$ cat src/logic/pnsr_pkg.sv
// shared constants and types for the pseudo-noise sequence generator
package pnsr_pkg;

  // default feedback taps, binary 10000100
  localparam logic [7:0] DEF_TAPS = 8'h84;
  // default seed word, binary 10101010
  localparam logic [7:0] DEF_SEED = 8'haa;

  // register width limit and packing defaults
  localparam int MAX_LEN = 32;
  localparam int WORD_W = 8;
  localparam int FIFO_DEPTH = 16;

  // synchroniser depth for the clock pin
  localparam int SYNC_STAGES = 2;

  // clock period of clk_sys in nanoseconds
  localparam int CLK_PERIOD_NS = 50;

  typedef enum logic [1:0] {
    ST_LOAD = 2'b00,
    ST_RUN = 2'b01,
    ST_STUCK = 2'b10
  } pnsr_state_type;

endpackage : pnsr_pkg

$ cat src/logic/pnsr_sync.sv
// two flip-flop synchroniser for an asynchronous level
`timescale 1ns/100ps

module pnsr_sync #(
  parameter int STAGES = pnsr_pkg::SYNC_STAGES
) (
  input wire logic clk_sys,
  input wire logic nrst,
  input wire logic clkEn,
  input wire logic asyncIn,
  output logic syncOut
);

  logic [STAGES-1:0] chain;

  always_ff @(posedge clk_sys or negedge nrst)
  begin
    if (!nrst)
    begin
      chain <= '0;
    end
    else if (clkEn)
    begin
      chain <= {chain[STAGES-2:0], asyncIn};
    end
  end

  assign syncOut = chain[STAGES-1];

endmodule : pnsr_sync

$ cat src/logic/pnsr_fifo.sv
// flip-flop fifo with valid and ready on both sides
`timescale 1ns/100ps

module pnsr_fifo #(
  parameter int WIDTH = pnsr_pkg::WORD_W,
  parameter int DEPTH = pnsr_pkg::FIFO_DEPTH
) (
  input wire logic clk_sys,
  input wire logic nrst,
  input wire logic clkEn,
  input wire logic inValid,
  output logic inReady,
  input wire logic [WIDTH-1:0] inData,
  output logic outValid,
  input wire logic outReady,
  output logic [WIDTH-1:0] outData
);

  localparam int AW = $clog2(DEPTH);

  logic [WIDTH-1:0] mem [DEPTH];
  logic [AW:0] wrPtr;
  logic [AW:0] rdPtr;

  wire logic isEmpty = (wrPtr == rdPtr);
  wire logic isFull = (wrPtr[AW] != rdPtr[AW]) && (wrPtr[AW-1:0] == rdPtr[AW-1:0]);
  wire logic doWrite = inValid && !isFull && clkEn;
  wire logic doRead = outReady && !isEmpty && clkEn;

  assign inReady = !isFull;
  assign outValid = !isEmpty;
  assign outData = mem[rdPtr[AW-1:0]];

  always_ff @(posedge clk_sys)
  begin
    if (doWrite)
    begin
      mem[wrPtr[AW-1:0]] <= inData;
    end
  end

  always_ff @(posedge clk_sys or negedge nrst)
  begin
    if (!nrst)
    begin
      wrPtr <= '0;
      rdPtr <= '0;
    end
    else
    begin
      if (doWrite)
      begin
        wrPtr <= wrPtr + 1'b1;
      end
      if (doRead)
      begin
        rdPtr <= rdPtr + 1'b1;
      end
    end
  end

endmodule : pnsr_fifo

$ cat src/logic/pnsr_clocked_pn_shift_register.sv
// pseudo-noise bit generator clocked by an external clock pin
`timescale 1ns/100ps

// How it works
// one new bit per rising edge of the clock pin; state held otherwise.
// an edge is a low-to-high change of the synchronised clock pin.
// history shifts one place older each edge; new bit enters newest place.
// register length is the position, from one, of the highest tap bit.
// new bit is the xor of history bits selected by the taps.
// tap bit k-1 selects the bit produced k steps earlier.
// seed bit k-1 gives history value k steps before the first edge.
// taps default to binary 10000100 when the user sets none.
// seed defaults to binary 10101010 when the user sets none.
// user picks maximal-length taps so the period is two to r minus one.
// restart reloads history from the seed and begins again.
// output bit shows the latest computed bit until the next edge; a restart clears it to zero.
module pnsr_clocked_pn_shift_register #(
  parameter int MAX_LEN = pnsr_pkg::MAX_LEN,
  parameter int WORD_W = pnsr_pkg::WORD_W,
  parameter int FIFO_DEPTH = pnsr_pkg::FIFO_DEPTH,
  parameter logic [MAX_LEN-1:0] DEF_TAPS = MAX_LEN'(pnsr_pkg::DEF_TAPS),
  parameter logic [MAX_LEN-1:0] DEF_SEED = MAX_LEN'(pnsr_pkg::DEF_SEED)
) (
  input wire logic clk_sys,
  input wire logic nrst,
  input wire logic clkEn,
  input wire logic pnClkPin,
  input wire logic restart,
  input wire logic tapsValid,
  input wire logic [MAX_LEN-1:0] tapMask,
  input wire logic seedValid,
  input wire logic [MAX_LEN-1:0] seedWord,
  output logic pnBit,
  output logic bitStrobe,
  output logic [$clog2(MAX_LEN+1)-1:0] regLength,
  output logic running,
  output logic stuck,
  output logic periodFound,
  output logic [MAX_LEN-1:0] periodCount,
  output logic overrun,
  output logic packReady,
  output logic [WORD_W-1:0] wordData,
  output logic wordValid,
  input wire logic wordReady
);

  localparam int LEN_W = $clog2(MAX_LEN+1);
  localparam int PACK_W = $clog2(WORD_W);
  localparam logic [PACK_W-1:0] PACK_LAST = PACK_W'(WORD_W-1);

  // position of the highest set bit, counted from one
  function automatic logic [LEN_W-1:0] top_bit(input logic [MAX_LEN-1:0] m);
    logic [LEN_W-1:0] r;
    r = '0;
    for (int i = 0; i < MAX_LEN; i++)
    begin
      if (m[i])
      begin
        r = LEN_W'(i + 1);
      end
    end
    return r;
  endfunction : top_bit

  // ones in the lowest len places
  function automatic logic [MAX_LEN-1:0] low_mask(input logic [LEN_W-1:0] len);
    logic [MAX_LEN-1:0] mk;
    mk = '0;
    for (int i = 0; i < MAX_LEN; i++)
    begin
      if (i < int'(len))
      begin
        mk[i] = 1'b1;
      end
    end
    return mk;
  endfunction : low_mask

  pnsr_pkg::pnsr_state_type state;
  pnsr_pkg::pnsr_state_type next_state;

  logic clkSync;
  logic clkPrev;
  logic loadPending;
  logic [MAX_LEN-1:0] activeTaps;
  logic [MAX_LEN-1:0] hist;
  logic [MAX_LEN-1:0] startHist;
  logic [MAX_LEN-1:0] lenMask;
  logic [MAX_LEN-1:0] bitCount;
  logic [WORD_W-1:0] packWord;
  logic [PACK_W-1:0] packIdx;
  logic fifoInReady;

  pnsr_sync #(
    .STAGES(pnsr_pkg::SYNC_STAGES)
  ) u_clk_sync (
    .clk_sys(clk_sys),
    .nrst(nrst),
    .clkEn(clkEn),
    .asyncIn(pnClkPin),
    .syncOut(clkSync)
  );

  // user setting or default
  wire logic [MAX_LEN-1:0] selTaps = tapsValid ? tapMask : DEF_TAPS;
  wire logic [MAX_LEN-1:0] selSeed = seedValid ? seedWord : DEF_SEED;
  wire logic [LEN_W-1:0] selLen = top_bit(selTaps);
  wire logic [MAX_LEN-1:0] selMask = low_mask(selLen);
  wire logic [MAX_LEN-1:0] loadHist = selSeed & selMask;

  wire logic risingEdge = clkSync && !clkPrev;
  wire logic doLoad = loadPending || restart;
  wire logic doStep = risingEdge && !doLoad && (state != pnsr_pkg::ST_LOAD);

  // hist[k-1] holds the bit produced k steps earlier
  wire logic feedback = ^(hist & activeTaps);
  wire logic [MAX_LEN-1:0] nextHist = {hist[MAX_LEN-2:0], feedback} & lenMask;
  wire logic returnedHome = (nextHist == startHist);
  wire logic pushNow = doStep && (packIdx == PACK_LAST);
  wire logic [WORD_W-1:0] pushWord = {packWord[WORD_W-2:0], feedback};
  wire logic lostWord = pushNow && !fifoInReady;

  always_comb
  begin
    next_state = state;
    case (state)
      pnsr_pkg::ST_LOAD:
      begin
        next_state = pnsr_pkg::ST_LOAD;
      end
      pnsr_pkg::ST_RUN:
      begin
        next_state = pnsr_pkg::ST_RUN;
      end
      pnsr_pkg::ST_STUCK:
      begin
        next_state = pnsr_pkg::ST_STUCK;
      end
      default:
      begin
        next_state = pnsr_pkg::ST_LOAD;
      end
    endcase
    if (doLoad)
    begin
      // an all-zero history only ever repeats zero
      next_state = (loadHist == '0) ? pnsr_pkg::ST_STUCK : pnsr_pkg::ST_RUN;
    end
  end

  always_ff @(posedge clk_sys or negedge nrst)
  begin
    if (!nrst)
    begin
      state <= pnsr_pkg::ST_LOAD;
      loadPending <= 1'b1;
      clkPrev <= 1'b0;
    end
    else if (clkEn)
    begin
      state <= next_state;
      loadPending <= 1'b0;
      clkPrev <= clkSync;
    end
  end

  // taps and length are captured at load so the history stays consistent
  always_ff @(posedge clk_sys or negedge nrst)
  begin
    if (!nrst)
    begin
      activeTaps <= '0;
      lenMask <= '0;
      regLength <= '0;
      startHist <= '0;
    end
    else if (clkEn && doLoad)
    begin
      activeTaps <= selTaps;
      lenMask <= selMask;
      regLength <= selLen;
      startHist <= loadHist;
    end
  end

  always_ff @(posedge clk_sys or negedge nrst)
  begin
    if (!nrst)
    begin
      hist <= '0;
      pnBit <= 1'b0;
      bitStrobe <= 1'b0;
    end
    else if (clkEn)
    begin
      bitStrobe <= doStep;
      if (doLoad)
      begin
        hist <= loadHist;
        pnBit <= 1'b0;
      end
      else if (doStep)
      begin
        hist <= nextHist;
        pnBit <= feedback;
      end
    end
  end

  // period measurement: bits until the history first returns to its seed
  always_ff @(posedge clk_sys or negedge nrst)
  begin
    if (!nrst)
    begin
      bitCount <= '0;
      periodFound <= 1'b0;
      periodCount <= '0;
    end
    else if (clkEn)
    begin
      if (doLoad)
      begin
        bitCount <= '0;
        periodFound <= 1'b0;
        periodCount <= '0;
      end
      else if (doStep)
      begin
        bitCount <= bitCount + 1'b1;
        if (returnedHome && !periodFound)
        begin
          periodFound <= 1'b1;
          periodCount <= bitCount + 1'b1;
        end
      end
    end
  end

  // packing of bits into words, newest bit in the lsb
  always_ff @(posedge clk_sys or negedge nrst)
  begin
    if (!nrst)
    begin
      packWord <= '0;
      packIdx <= '0;
    end
    else if (clkEn)
    begin
      if (doLoad)
      begin
        packWord <= '0;
        packIdx <= '0;
      end
      else if (doStep)
      begin
        packWord <= pushWord;
        packIdx <= pushNow ? '0 : packIdx + 1'b1;
      end
    end
  end

  // lost word flag; a restart clears it, and no loss can occur in a restart cycle
  always_ff @(posedge clk_sys or negedge nrst)
  begin
    if (!nrst)
    begin
      overrun <= 1'b0;
    end
    else if (clkEn)
    begin
      if (lostWord)
      begin
        overrun <= 1'b1;
      end
      else if (restart)
      begin
        overrun <= 1'b0;
      end
    end
  end

  pnsr_fifo #(
    .WIDTH(WORD_W),
    .DEPTH(FIFO_DEPTH)
  ) u_word_fifo (
    .clk_sys(clk_sys),
    .nrst(nrst),
    .clkEn(clkEn),
    .inValid(pushNow),
    .inReady(fifoInReady),
    .inData(pushWord),
    .outValid(wordValid),
    .outReady(wordReady),
    .outData(wordData)
  );

  assign packReady = fifoInReady;
  assign running = (state == pnsr_pkg::ST_RUN);
  assign stuck = (state == pnsr_pkg::ST_STUCK);

endmodule : pnsr_clocked_pn_shift_register

$ cat config.mk
export PLATFORM = sky130hd
export DESIGN_NAME = pnsr_clocked_pn_shift_register
export DESIGN_NICKNAME = d
export VERILOG_FILES = /design/src/logic/pnsr_pkg.sv /design/src/logic/pnsr_sync.sv /design/src/logic/pnsr_fifo.sv /design/src/logic/pnsr_clocked_pn_shift_register.sv
export SDC_FILE = /design/constraint.sdc
export NUM_CORES = 1
export LEC_CHECK = 0
export BUFFER_PORTS_ARGS = -buffer_cell sky130_fd_sc_hd__buf_2
export CORE_MARGIN = 8
export CORE_UTILIZATION = 35
export DETAILED_ROUTE_END_ITERATION = 10
export HOLD_SLACK_MARGIN = 0.15
export MAX_ROUTING_LAYER = met4
export SLEW_MARGIN = 20
export SYNTH_ARGS = -nofsm -noshare
export SYNTH_HDL_FRONTEND = slang
export SYNTH_SLANG_ARGS = --single-unit
$ cat constraint.sdc
create_clock -name clk_sys -period 4.6 [get_ports clk_sys]
set_input_delay 0.92 -clock clk_sys [delete_from_list [all_inputs] [get_ports clk_sys]]
set_output_delay 0.92 -clock clk_sys [all_outputs]
set_load 0.005 [all_outputs]
==> After elaboration in Yosys (flattened, before gate mapping) <==
Memory sizes are Yosys's and may differ from the RTL's.
Cells that the tools add are included.
{ "word_totals": {"ff_bits": 228, "ram_bits": 128, "inputBits": 72, "out_inout_bits": 54, "memories": 1} }
{ "op_classes": {"addsub": 4, "order_cmp": 32, "eq_ne": 7, "mux": 90, "bitwise_logic": 3, "reduce_logical": 27} }
{ "memory_table": {"columns": ["name", "words", "word_bits", "read_ports", "rd_ports_with_merged_regs", "write_ports", "line_no", "text"], "rows": [
  ["u_word_fifo.mem", 16, 8, 1, 0, 1, "pnsr_fifo.sv:21", "logic [WIDTH-1:0] mem [DEPTH];"]
]} }
{ "ops": {"columns": ["operator", "n"], "rows": [
  ["$mux W32", 9],
  ["$mux W6", 25],
  ["$and A32 B32 Y32", 3],
  ["$lt A5 B6 Y1 const A", 16],
  ["$lt A4 B6 Y1 const A", 8],
  ["$mux W1", 42],
  ["$add A32 B1 Y32 const B", 1],
  ["$eq A32 B32 Y1", 1],
  ["$logic_not A32 Y1", 1],
  ["$reduce_xor A32 Y1", 1],
  ["$lt A3 B6 Y1 const A", 4],
  ["$mux W3", 7],
  ["$mux W7", 2],
  ["$logic_and A1 B1 Y1", 12],
  ["$lt A1 B6 Y1 const A", 2],
  ["$lt A2 B6 Y1 const A", 2],
  ["$add A5 B1 Y5 const B", 2],
  ["$mux W2", 4],
  ["$reduce_bool A2 Y1", 4],
  ["$eq A5 B5 Y1", 1],
  ["$logic_not A1 Y1", 5],
  ["$eq A4 B4 Y1", 1],
  ["$pmux W2 S2", 1],
  ["$reduce_and A2 Y1", 2],
  ["7 further kinds", 7]
]} }

==> Logic depth before layout (Yosys ltp) <==
Gate-level depths: netlist (run 1).
{ "logic_depth": {"ltp_word": 39, "depth_mapped": 12, "depth_no_buf": 10} }

==> Cells and area by module <==
Synthesis (run 1) repeated with hierarchy kept, for this count alone.
{ "hier_totals": {"cells_unflattened": 1582, "area_unflattened_um2": 17105.2} }
{ "by_module_without_submodules": {"columns": ["mod", "instances", "cells_each", "area_per_inst_um2", "seq_area_each_um2"], "rows": [
  ["pnsr_clocked_pn_shift_register", 1, 1280, 11357.1, 5331.4],
  ["pnsr_fifo", 1, 298, 5675.4, 4093.9],
  ["pnsr_sync", 1, 4, 72.6, 50.0]
]} }

==> Least setup slack after synthesis (run 1) <==
Ideal clock, no wire load.
{ "synth_timing": {"path_kind": "input port to flip-flop", "from": "in restart", "to": "mem u_word_fifo.mem[3][0] (netlist name) (enable)", "setup_ns": 0.383, "arrival_ns": 2.945, "required_ns": 4.217, "setup_slack_ns": 1.271, "path_stages": 7, "n_path_buf": 1, "path_cell_list": "nor2_1 nand2_1 nor2_1 and3_1 clkbuf_1 nand2_1 nor3_1"} }
{ "synth_between": {"elab_chain_cells": 9} }
{ "synth_rtl": {"columns": ["element", "line_no", "text"], "rows": [
  ["start, declared", "pnsr_clocked_pn_shift_register.sv:28", "input wire logic restart,"],
  ["$logic_or A1 B1 Y1", "pnsr_clocked_pn_shift_register.sv:112", "wire logic doLoad = loadPending || restart;"],
  ["$logic_not A1 Y1", "pnsr_clocked_pn_shift_register.sv:113", "wire logic doStep = risingEdge && !doLoad && (state != pnsr_pkg::ST_LOAD);"],
  ["$logic_and A1 B1 Y1 (2 in a row)", "pnsr_clocked_pn_shift_register.sv:113", null],
  ["$logic_and A1 B1 Y1", "pnsr_clocked_pn_shift_register.sv:119", "wire logic pushNow = doStep && (packIdx == PACK_LAST);"],
  ["$logic_and A1 B1 Y1 (2 in a row)", "pnsr_fifo.sv:27", "wire logic doWrite = inValid && !isFull && clkEn;"],
  ["$mux W1", "pnsr_fifo.sv:36", "if (doWrite)"],
  ["$mux W1 (implied by the code)", "pnsr_fifo.sv:38", "mem[wrPtr[AW-1:0]] <= inData;"],
  ["end, declared", "pnsr_fifo.sv:21", null]
]} }
No other way between the ends.

==> Worst setup path after layout (run 1) <==
{ "layout_timing": {"from": "reg u_word_fifo.rdPtr[0]", "to": "out wordData[2]"} }
{ "layout_between": {"elab_chain_cells": 1} }
{ "layout_rtl": {"columns": ["element", "line_no", "text"], "rows": [
  ["start, declared", "pnsr_fifo.sv:23", "logic [AW:0] rdPtr;"],
  ["start signal, assigned", "pnsr_fifo.sv:57", "rdPtr <= rdPtr + 1'b1;"],
  ["$mem_v2 Z16 W8", null, null],
  ["end, declared", "pnsr_clocked_pn_shift_register.sv:42", "output logic [WORD_W-1:0] wordData,"]
]} }
No other way between the ends.

==> results.yml, run 1 <==
clock_network:
  cts_buffer_depth: 3
  cts_setup_buffers: 0
  htreeDepth: 2
  ctsHoldBuffers: 0
  cts_tree: "yes"
  clk_pin_slew_worst_paths_ns: 0.06
  root_buffer: "clkbuf_16"
  cts_buffers: 39
  cts.sinks: 353
  cts_resized: 0
  clk_latency_ns: 0.56
timing:
  fin_crit_ns: 3.66
  rsz0062_at_grt: "no"
  setup_ws_ns: 0.943
  final_max_slew_viol_count: 0
  fin_tns_setup_ns: 0
  fin_hold_ws_ns: 0.435
  hold_viol: 0
  slew_headroom_pct: 32.8
  max_slew.worst_pin.slew_ns: 1.00
  finClkSkew_ns: 0.0258
  finalCritPeriodShare_pct: 79.5
  max_freq_mhz: 273
  finalSetupViolations: 0
final_layout:
  final_nets: 1724
  fin_area_sq_um: 19400
  fin_cells: 2293
  drive_above_1_share_pct: 17.7
  area.growth.synth_to_final_pct: 15.9
setup_path:
  ff2ff_path_depth: 12
  cpPeakStageDelay_ns: 0.63
  crit_chain: "buf_4 -> mux4_2 -> mux4_2 -> buf_2"
  cpLargestDelayFamily: "multiplexers"
  crit_slowest_cell: "mux4_2"
  endpoint_kind: "primary output"
  critPathLaunch: "u_word_fifo.rdPtr[0]"
  crit_path_max_fanout: 36
  reg2reg_to: "periodCount[17]"
  cpMostUsedCell: "mux4_2"
  critPathLaunchType: "register"
  worst-setup-path-type: "reg -> out"
  required_ns: 3.68
  crit_buf_inv: 2
  rrSetupSlack_ns: 1.21
  cp.depth: 4
  r2r-start: "hist[7]"
  cp.arrival_ns: 2.74
power_and_ir_drop:
  vdd_drop_max_mv: 0.239
  power.density_nw_per_um2: 445
  p_leak_nw: 7.98
outcome:
  status: "finished clean"
worst_hold_path:
  hp-class: "in -> async"
synth:
  synth-main-ff-cell: "dfrtp_1"
  synthCells: 1530
  synth_nets: 1610
  ys_ff_latch: 353
  yosys-top-cells-count: "nand2_1 (308), dfrtp_1 (224), edfxtp_1 (128)"
  yosysUniqueCellTypes: 76
  yosysWarnings: 0
  synth_edf_count: 128
  async_flop_share_pct: 63.7
  yosys-top-cells-area: "dfrtp_1 (33%), edfxtp_1 (23%), nand2_1 (6.9%)"
  syn_area_sq_um: 16800
  synth_top_area_share_pct: 33.4
  yosysSeqAreaShare_pct: 56.5
  yosysMostFrequentCell: "nand2_1"
  avgSynthCellArea_sq_um: 11.0
  synth_top_area_cell: "dfrtp_1"
route:
  wl_um: 49500
  drtAntennaViolNets: 0
  drtPass1Iterations: 5
  vias: 12255
  drt-initial-drc-count: 995
  route.detailed.drc: 0
  wl_per_cell_um: 21.6
  avgViaCountPerCell: 5.34
place:
  dp_hpwl_um: 35700
  numPortBuffers: 125
  preCtsSetupSlack_ns: 0.733
  postPlaceCellArea_sq_um: 18100
  dp.cells: 2218
  gp_congestion: 0.934
floorplan:
  fp-row-count: 80
  die_area_sq_um: 55200
  io_pins: 126
  die_h_um: 235
  die-width_um: 235
  start_util_pct: 35.3
  core_area_sq_um: 47500
global_route:
  grt_max_degree: 115
  first_global_vias: 12566
  track_usage_pct: 18.3
  grt_pass1_wl_um: 77000
  antenna_found_initial: 4
  grt.overflow.total: 0
flow_run:
  maxCapViolations: 0
metal layers:
| metal | GRT usage (%) | wire length, um | vias to the layer above |
|---|---|---|---|
| met4 | 6.96 | 1850 | 0 |
| li1 | - | - | 5723 |
| met1 | 24.1 | 22200 | 6081 |
| met2 | 28.0 | 22800 | 359 |
| met5 | - | 0 | - |
| met3 | 3.41 | 2570 | 92 |
flip-flops by register name (all words and copies together), names as in the netlist, 2 cells and up:
name	cells
u_word_fifo.mem	128
bitCount	32
hist	32
periodCount	32
startHist	32
activeTaps	31
lenMask	31
packWord	7
regLength	6
u_word_fifo.rdPtr	5
u_word_fifo.wrPtr	5
packIdx	3
state	2
u_clk_sync.chain	2
through the flow:
step | util [%] | total power [mW]
3_5_place_dp | 38.1 | 5.56
4_1_cts | 40.9 | 8.77
6_report | 40.9 | 8.66
3_3_place_gp | 38.1 | 5.53
2_1_floorplan | - | 4.86
5_1_grt | 40.9 | 9.05
cells by family after synthesis:
group                    share of synthesized area, %
AND/OR/NAND/NOR                                  15.7
flip-flops                                       56.5
multiplexers                                     7.79
XOR/XNOR                                         5.17
buffers and inverters                            2.57
AO/OA/AOI/OAI                                    11.7
adder cells (fa/ha/maj)                         0.597
worst register-to-register path, cell delays in order, from the launching register on:
cell and delay [ns]:
dfrtp_1 0.42, nand2_1 0.09, xnor2_1 0.39, xnor2_1 0.15, xnor2_1 0.36, xnor2_1 0.27
xnor2_1 0.12, buf_4 0.17, o21ai_1 0.18, nand3_2 0.14, a21oi_4 0.15, buf_4 0.39
mux2_1 0.40
how the worst max path moves through the flow:
stage                                        to  slack, ns
after floorplan           u_word_fifo.mem[3][0]       1.27
after global placement                 state[0]       0.74
after global routing                wordData[6]       0.78
final                               wordData[2]       0.94
after detailed placement               state[0]       0.73
after CTS                           wordData[6]       0.84
report_power, final:
part           switching (mW)  total, mW  internal [mW]
Clock                    1.31       3.19           1.89
Sequential              0.209       3.76           3.55
Combinational           0.979       1.71          0.726
layout make-up:
class                      instances  area (sq um)
inverter                          24          90.1
fill                            4534         28100
clock inverter                    18           234
sequential                       353          9480
multi-input combinational       1069          6920
tap                              615           769
timing repair buffer             157           876
clock buffer                      53          1080
antenna                            4          10.0
layout by cell type, fill, tap and decap left out, types with 28 or more instances in the layout:
| master | netlist | final |
|---|---|---|
| nor2_1 | 100 | 98 |
| xor2_1 | 33 | 33 |
| dfrtp_1 | 224 | 223 |
| o21ai_0 | 94 | 93 |
| xnor2_1 | 66 | 66 |
| a21oi_1 | 56 | 55 |
| nand3_1 | 59 | 59 |
| o31ai_1 | 36 | 36 |
| edfxtp_1 | 128 | 128 |
| a31oi_1 | 28 | 28 |
| mux2_1 | 29 | 29 |
| buf_4 | 4 | 32 |
| buf_2 | 2 | 124 |
| mux4_2 | 40 | 40 |
| nand2_1 | 308 | 307 |
| clkbuf_16 | 0 | 39 |
Note: power is estimated with default switching activity, not from simulation.
==> inputs of run 2 (changes only) <==
==> constraint.sdc (replaced) <==
create_clock -name clk_sys -period 3.85 [get_ports clk_sys]
set_input_delay 0.77 -clock clk_sys [delete_from_list [all_inputs] [get_ports clk_sys]]
set_output_delay 0.77 -clock clk_sys [all_outputs]
set_load 0.005 [all_outputs]
==> run 2 against run 1 <==
  * Via count increased by 0.73%
  * Non-clock buffer count increased by 13
  * Sequential power increased by 20%
  * Combinational power increased by 23%
==> results.yml, run 2 (synthesized netlist as in run 1, its figures left out) <==
clock_network:
  clk_pin_slew_worst_paths_ns: 0.06
  cts_tree: "yes"
  cts_buffers: 41
  htreeDepth: 2
  cts_buffer_depth: 3
  clk_latency_ns: 0.57
  root_buffer: "clkbuf_16"
  ctsHoldBuffers: 0
  cts_resized: 0
  cts_setup_buffers: 0
  cts.sinks: 353
timing:
  finClkSkew_ns: 0.0294
  max_freq_mhz: 283
  hold_viol: 0
  finalCritPeriodShare_pct: 91.9
  final_max_slew_viol_count: 0
  rsz0062_at_grt: "no"
  finalSetupViolations: 0
  fin_hold_ws_ns: 0.221
  max_slew.worst_pin.slew_ns: 0.896
  fin_crit_ns: 3.54
  fin_tns_setup_ns: 0
  slew_headroom_pct: 40.0
final_layout:
  multi_input_area_sq_um: 6920
  largest_reg_flops: 128
  drive_above_1_share_pct: 18.3
  seq_area_sq_um: 9480
  fillers: 4486
  final_common_cell: "nand2_1"
  fin_area_sq_um: 19700
  final_nets: 1739
  final_cell_mix: "nand2_1 (307), dfrtp_1 (223), edfxtp_1 (128)"
  area.growth.synth_to_final_pct: 17.4
  post-route-util_pct: 41.4
flow_run:
  maxCapViolations: 0
setup_path:
  reg2reg_to: "periodCount[6]"
  ff2ff_path_depth: 11
  cpPeakStageDelay_ns: 0.74
  crit_slowest_cell: "dfrtp_2"
  required_ns: 3.08
  worst-setup-path-type: "reg -> out"
  cpLargestDelayFamily: "multiplexers"
  r2r-start: "hist[7]"
  endpoint_kind: "primary output"
  rrSetupSlack_ns: 0.62
  crit_buf_inv: 2
  critPathLaunchType: "register"
  crit_chain: "buf_4 -> mux4_2 -> mux4_2 -> buf_2"
  cp.arrival_ns: 2.77
  cpMostUsedCell: "mux4_2"
  crit_path_max_fanout: 16
floorplan:
  die_h_um: 235
  core_area_sq_um: 47500
  die_area_sq_um: 55200
  fp-row-count: 80
  io_pins: 126
  die-width_um: 235
  start_util_pct: 35.3
route:
  drtAntennaViolNets: 0
  vias: 12344
  avgViaCountPerCell: 5.35
  route.detailed.drc: 0
  wl_um: 49600
  wl_per_cell_um: 21.5
  drt-initial-drc-count: 1177
  drtPass1Iterations: 5
worst_hold_path:
  hp-class: "in -> async"
global_route:
  first_global_vias: 12657
  grt_pass1_wl_um: 76700
  grt.overflow.total: 0
  grt_max_degree: 138
  antenna_found_initial: 1
  track_usage_pct: 18.2
power_and_ir_drop:
  p_leak_nw: 8.10
  vdd_drop_max_mv: 0.302
  power.density_nw_per_um2: 541
place:
  gp_congestion: 0.910
  postPlaceCellArea_sq_um: 18300
  dp_hpwl_um: 35700
  numPortBuffers: 125
outcome:
  status: "finished clean"
-- run 2: cell count changes in the layout (fill, tap and decap cells not counted) --
cell       before  now
clkbuf_8        5    6
buf_4          32   40
clkbuf_1        9   13
clkinv_2        6    4
buf_12          0    5
bufinv_16       4    5
inv_16          0    1
clkinv_1        3    2
clkbuf_16      39   41
diode_2         4    1
inv_6           2    0
-- run 2: final cells by class --
cell class,instances,area share [%]
flip-flops and latches,353,48.1
multi-input cells,1069,35.1
inverters,24,0.457
repair buffers,170,5.26
diodes,1,0.0127
well taps,615,3.91
clock inverters,15,1.28
clock buffers,60,5.87
-- run 2: worst max-delay path by stage --
stage / startpoint / to / slack [ns] / depth (start not counted)
2_1_floorplan: restart / u_word_fifo.mem[3][0] / 0.67 / 7
3_3_place_gp: tapMask[21] / state[1] / -0.04 / 11
3_5_place_dp: tapMask[21] / state[1] / 0.06 / 11
4_1_cts: u_word_fifo.rdPtr[0] / wordData[2] / 0.23 / 4
5_1_grt: u_word_fifo.rdPtr[0] / wordData[2] / 0.17 / 4
6_report: u_word_fifo.rdPtr[0] / wordData[2] / 0.31 / 4
-- run 2: worst reg2reg max path: cells and delay by family (launching register included) --
| kind | cells | cell delay (ns) |
|---|---|---|
| DFF | 1 | 0.38 |
| and+or+nand+nor | 3 | 0.42 |
| muxes | 1 | 0.37 |
| buffers and inverters | 1 | 0.22 |
| AOI/OAI and AO/OA | 1 | 0.19 |
| xor gates and xnor gates | 5 | 1.55 |
-- run 2: where the power goes --
| group | internal, mW | switching [mW] |
|---|---|---|
| logic | 0.913 | 1.20 |
| registers | 4.25 | 0.254 |
| clock network | 2.44 | 1.60 |
| total | 7.60 | 3.05 |
-- run 2: per-stage QoR --
stage | cells | setup WS, ns | power [mW]
2_1_floorplan | 1530 | 0.671 | 5.85
3_3_place_gp | 2231 | -0.0410 | 6.66
3_5_place_dp | 2231 | 0.0608 | 6.72
4_1_cts | 2306 | 0.230 | 10.8
5_1_grt | 2307 | 0.175 | 11.1
6_report | 2307 | 0.314 | 10.7
-- run 2: per-layer routing --
layer	up-vias	track usage, %	share of wire (%)
li1	5752	-	-
met1	6120	23.7	45
met2	387	28.6	47
met3	85	3.41	5.3
met4	0	5.69	3.1
met5	-	-	0
==> inputs of run 3 (changes only) <==
--- a/config.mk
+++ b/config.mk
@@ -5,8 +5,9 @@
 export SDC_FILE = /design/constraint.sdc
 export NUM_CORES = 1
 export LEC_CHECK = 0
+export ABC_AREA = 1
 export BUFFER_PORTS_ARGS = -buffer_cell sky130_fd_sc_hd__buf_2
-export CORE_MARGIN = 8
+export CORE_MARGIN = 2
 export CORE_UTILIZATION = 35
 export DETAILED_ROUTE_END_ITERATION = 10
 export HOLD_SLACK_MARGIN = 0.15
==> run 3 against run 2 <==
  * The run now ends with DRC left
  * Clock skew decreased by 0.0091 ns
  * Cell count increased by 13%
  * Critical path depth up 12
  * Setup slack better by 0.060 ns
  * Hold slack got worse by 0.023 ns
  * Wire length is 9.5% lower
  * Sequential share of layout area rose by 0.68 points
  * Synthesized cell count is 18% higher
  * Die area down 11%
  * First-iteration DRC count fell by 2.7%
  * Critical endpoint is now periodCount[24]
  * Largest power group unchanged
==> results.yml, run 3 <==
timing:
  slew_headroom_pct: 43.2
  fin_crit_ns: 3.48
  final_max_slew_viol_count: 0
  finalSetupViolations: 0
  fin_tns_setup_ns: 0
  hold_viol: 0
  finClkSkew_ns: 0.0203
  rsz0062_at_grt: "no"
  finalCritPeriodShare_pct: 90.3
  setup_ws_ns: 0.374
  max_slew.worst_pin.slew_ns: 0.852
  max_freq_mhz: 288
power_and_ir_drop:
  p_switching_mw: 3.36
  power.density_nw_per_um2: 545
  vdd_drop_max_mv: 0.266
  power.share.switching_pct: 31.7
  p_leak_nw: 8.58
  power.share.sequential_pct: 42.7
  internal_power_mw: 7.23
  combPwrFrac_pct: 22.5
  p_clk_share_pct: 34.8
clock_network:
  cts_buffer_depth: 3
  root_buffer: "clkbuf_16"
  cts_buffers: 40
  cts.sinks: 353
  clk_pin_slew_worst_paths_ns: 0.06
  htreeDepth: 2
  cts_tree: "yes"
  clk_latency_ns: 0.57
  cts_setup_buffers: 0
  ctsHoldBuffers: 0
synth:
  yosysMostFrequentCell: "nand2_1"
  yosys-top-cells-count: "nand2_1 (546), dfrtp_1 (224), o21ai_0 (194)"
  synth_top_area_share_pct: 33.9
  yosysWarnings: 0
  yosysSeqAreaShare_pct: 57.3
  syn_area_sq_um: 16500
  yosys-top-cells-area: "dfrtp_1 (34%), edfxtp_1 (23%), nand2_1 (12%)"
  synthCells: 1813
  synth_nets: 1893
  yosysUniqueCellTypes: 55
  synth_edf_count: 128
  ys_ff_latch: 353
  synth-main-ff-cell: "dfrtp_1"
  avgSynthCellArea_sq_um: 9.13
  synth_top_area_cell: "dfrtp_1"
  async_flop_share_pct: 63.7
place:
  numPortBuffers: 125
  preCtsSetupSlack_ns: -0.129
  gp_congestion: 0.941
  postPlaceCellArea_sq_um: 18100
  dp_hpwl_um: 30800
route:
  route.met3.wl_um: 2760
  drt-initial-drc-count: 1145
  vias: 13153
  route.detailed.drc: 6
  drtPass1Iterations: 8
  wirelength_met1_um: 20600
  top_layer: "met4"
  met2WireLength_um: 20600
  drtAntennaViolNets: 0
  avgViaCountPerCell: 5.06
  wl_um: 44900
  wl_per_cell_um: 17.3
setup_path:
  cp.arrival_ns: 3.97
  endpoint_kind: "register"
  worst-setup-path-type: "reg -> reg"
  crit_path_max_fanout: 29
  rrSetupSlack_ns: 0.37
  critPathLaunchType: "register"
  required_ns: 4.34
final_layout:
  diodes: 0
  fin_area_sq_um: 19400
  drive_above_1_share_pct: 16.2
  final_common_cell: "nand2_1"
  largest_reg_flops: 128
  post-route-util_pct: 41.6
  final_nets: 2044
  final_cell_mix: "nand2_1 (546), dfrtp_1 (223), o21ai_0 (191)"
  area.growth.synth_to_final_pct: 17.4
floorplan:
  core_area_sq_um: 46700
  die-width_um: 221
  die_area_sq_um: 49000
  io_pins: 126
  start_util_pct: 35.5
  fp-row-count: 79
  die_h_um: 221
global_route:
  grt_max_degree: 80
  antenna_found_initial: 1
  first_global_vias: 12547
  grt_pass1_wl_um: 70500
  track_usage_pct: 18.8
  grt.overflow.total: 0
flow_run:
  maxCapViolations: 0
outcome:
  status: "complete, but fails checks"
  violations: "DRC"
worst_hold_path:
  hp-class: "in -> async"
[run 3: cell count changes in the layout (fill, tap and decap cells not counted), sizes merged, moves of 35 or more]
cell	delta
mux4	-40
inv	+88
nor2	+101
mux2	-35
o21ai	+93
nand2	+249
[run 3: cell type report]
type,count,area [sq um]
clock buffer,57,1130
clock inverter,15,131
fill,4628,27200
inverter,113,427
multi-input combinational,1266,6330
sequential,353,9480
tap,607,759
timing repair buffer,190,1160
[run 3: final timing paths]
kind,depth (start not counted),from,to
hold reg to reg,2,loadPending,loadPending
setup / recovery,16,hist[16],periodCount[24]
setup reg to reg,16,hist[16],periodCount[24]
min in group clk_sys,2,loadPending,loadPending
max in group asynchronous,2,nrst,periodCount[21]
hold / removal,1,nrst,bitCount[5]
[run 3: cell families after synthesis]
kind of cell / after synthesis / synth area share (%)
multiplexers: 11 / 0.673
XOR/XNOR: 57 / 3.02
AND/OR/NAND/NOR: 857 / 21.7
AO/OA/AOI/OAI: 333 / 12.1
adder cells (fa/ha/maj): 8 / 0.605
flip-flops: 353 / 57.3
buffers and inverters: 194 / 4.65
[run 3: critical path: stages, from the launching register on]
cell	delay (ns)
dfrtp_1	0.48
nand2_1	0.10
xnor2_1	0.22
xnor2_1	0.10
xnor2_1	0.39
xnor2_2	0.18
xnor2_1	0.21
nor2_1	0.18
inv_1	0.08
a2111oi_0	0.39
o21ai_1	0.24
nand2_1	0.13
nand2_2	0.13
inv_1	0.09
buf_4	0.29
nand2_1	0.12
nand2_1	0.08
[run 3: repair_timing]
item | in CTS | in global routing
endpoints found under the hold margin | 0 | 0
endpoints found under the setup margin | 0 | 31
resized for setup | 0 | 4
[run 3: power by group through the flow]
stage	logic [mW]	clock network, mW	registers, mW
after floorplan	1.53	0	4.49
after global placement	2.36	0	4.58
after detailed placement	2.40	0	4.59
after CTS	2.41	3.78	4.52
after global routing	2.64	3.92	4.55
final	2.38	3.69	4.52
[run 3: layer usage]
| layer | up-vias | GRT usage (%) |
|---|---|---|
| met5 | - | - |
| met4 | 0 | 4.60 |
| met3 | 58 | 2.92 |
| met2 | 392 | 29.1 |
| met1 | 6364 | 25.9 |
| li1 | 6339 | - |
[run 3: stage by stage]
stage          hold WS, ns  instances  total power [mW]
4_1_cts              0.215       2601              10.7
3_3_place_gp         0.447       2529              6.94
6_report             0.198       2601              10.6
2_1_floorplan        0.419       1813              6.03
5_1_grt              0.228       2601              11.1
3_5_place_dp         0.449       2529              6.98
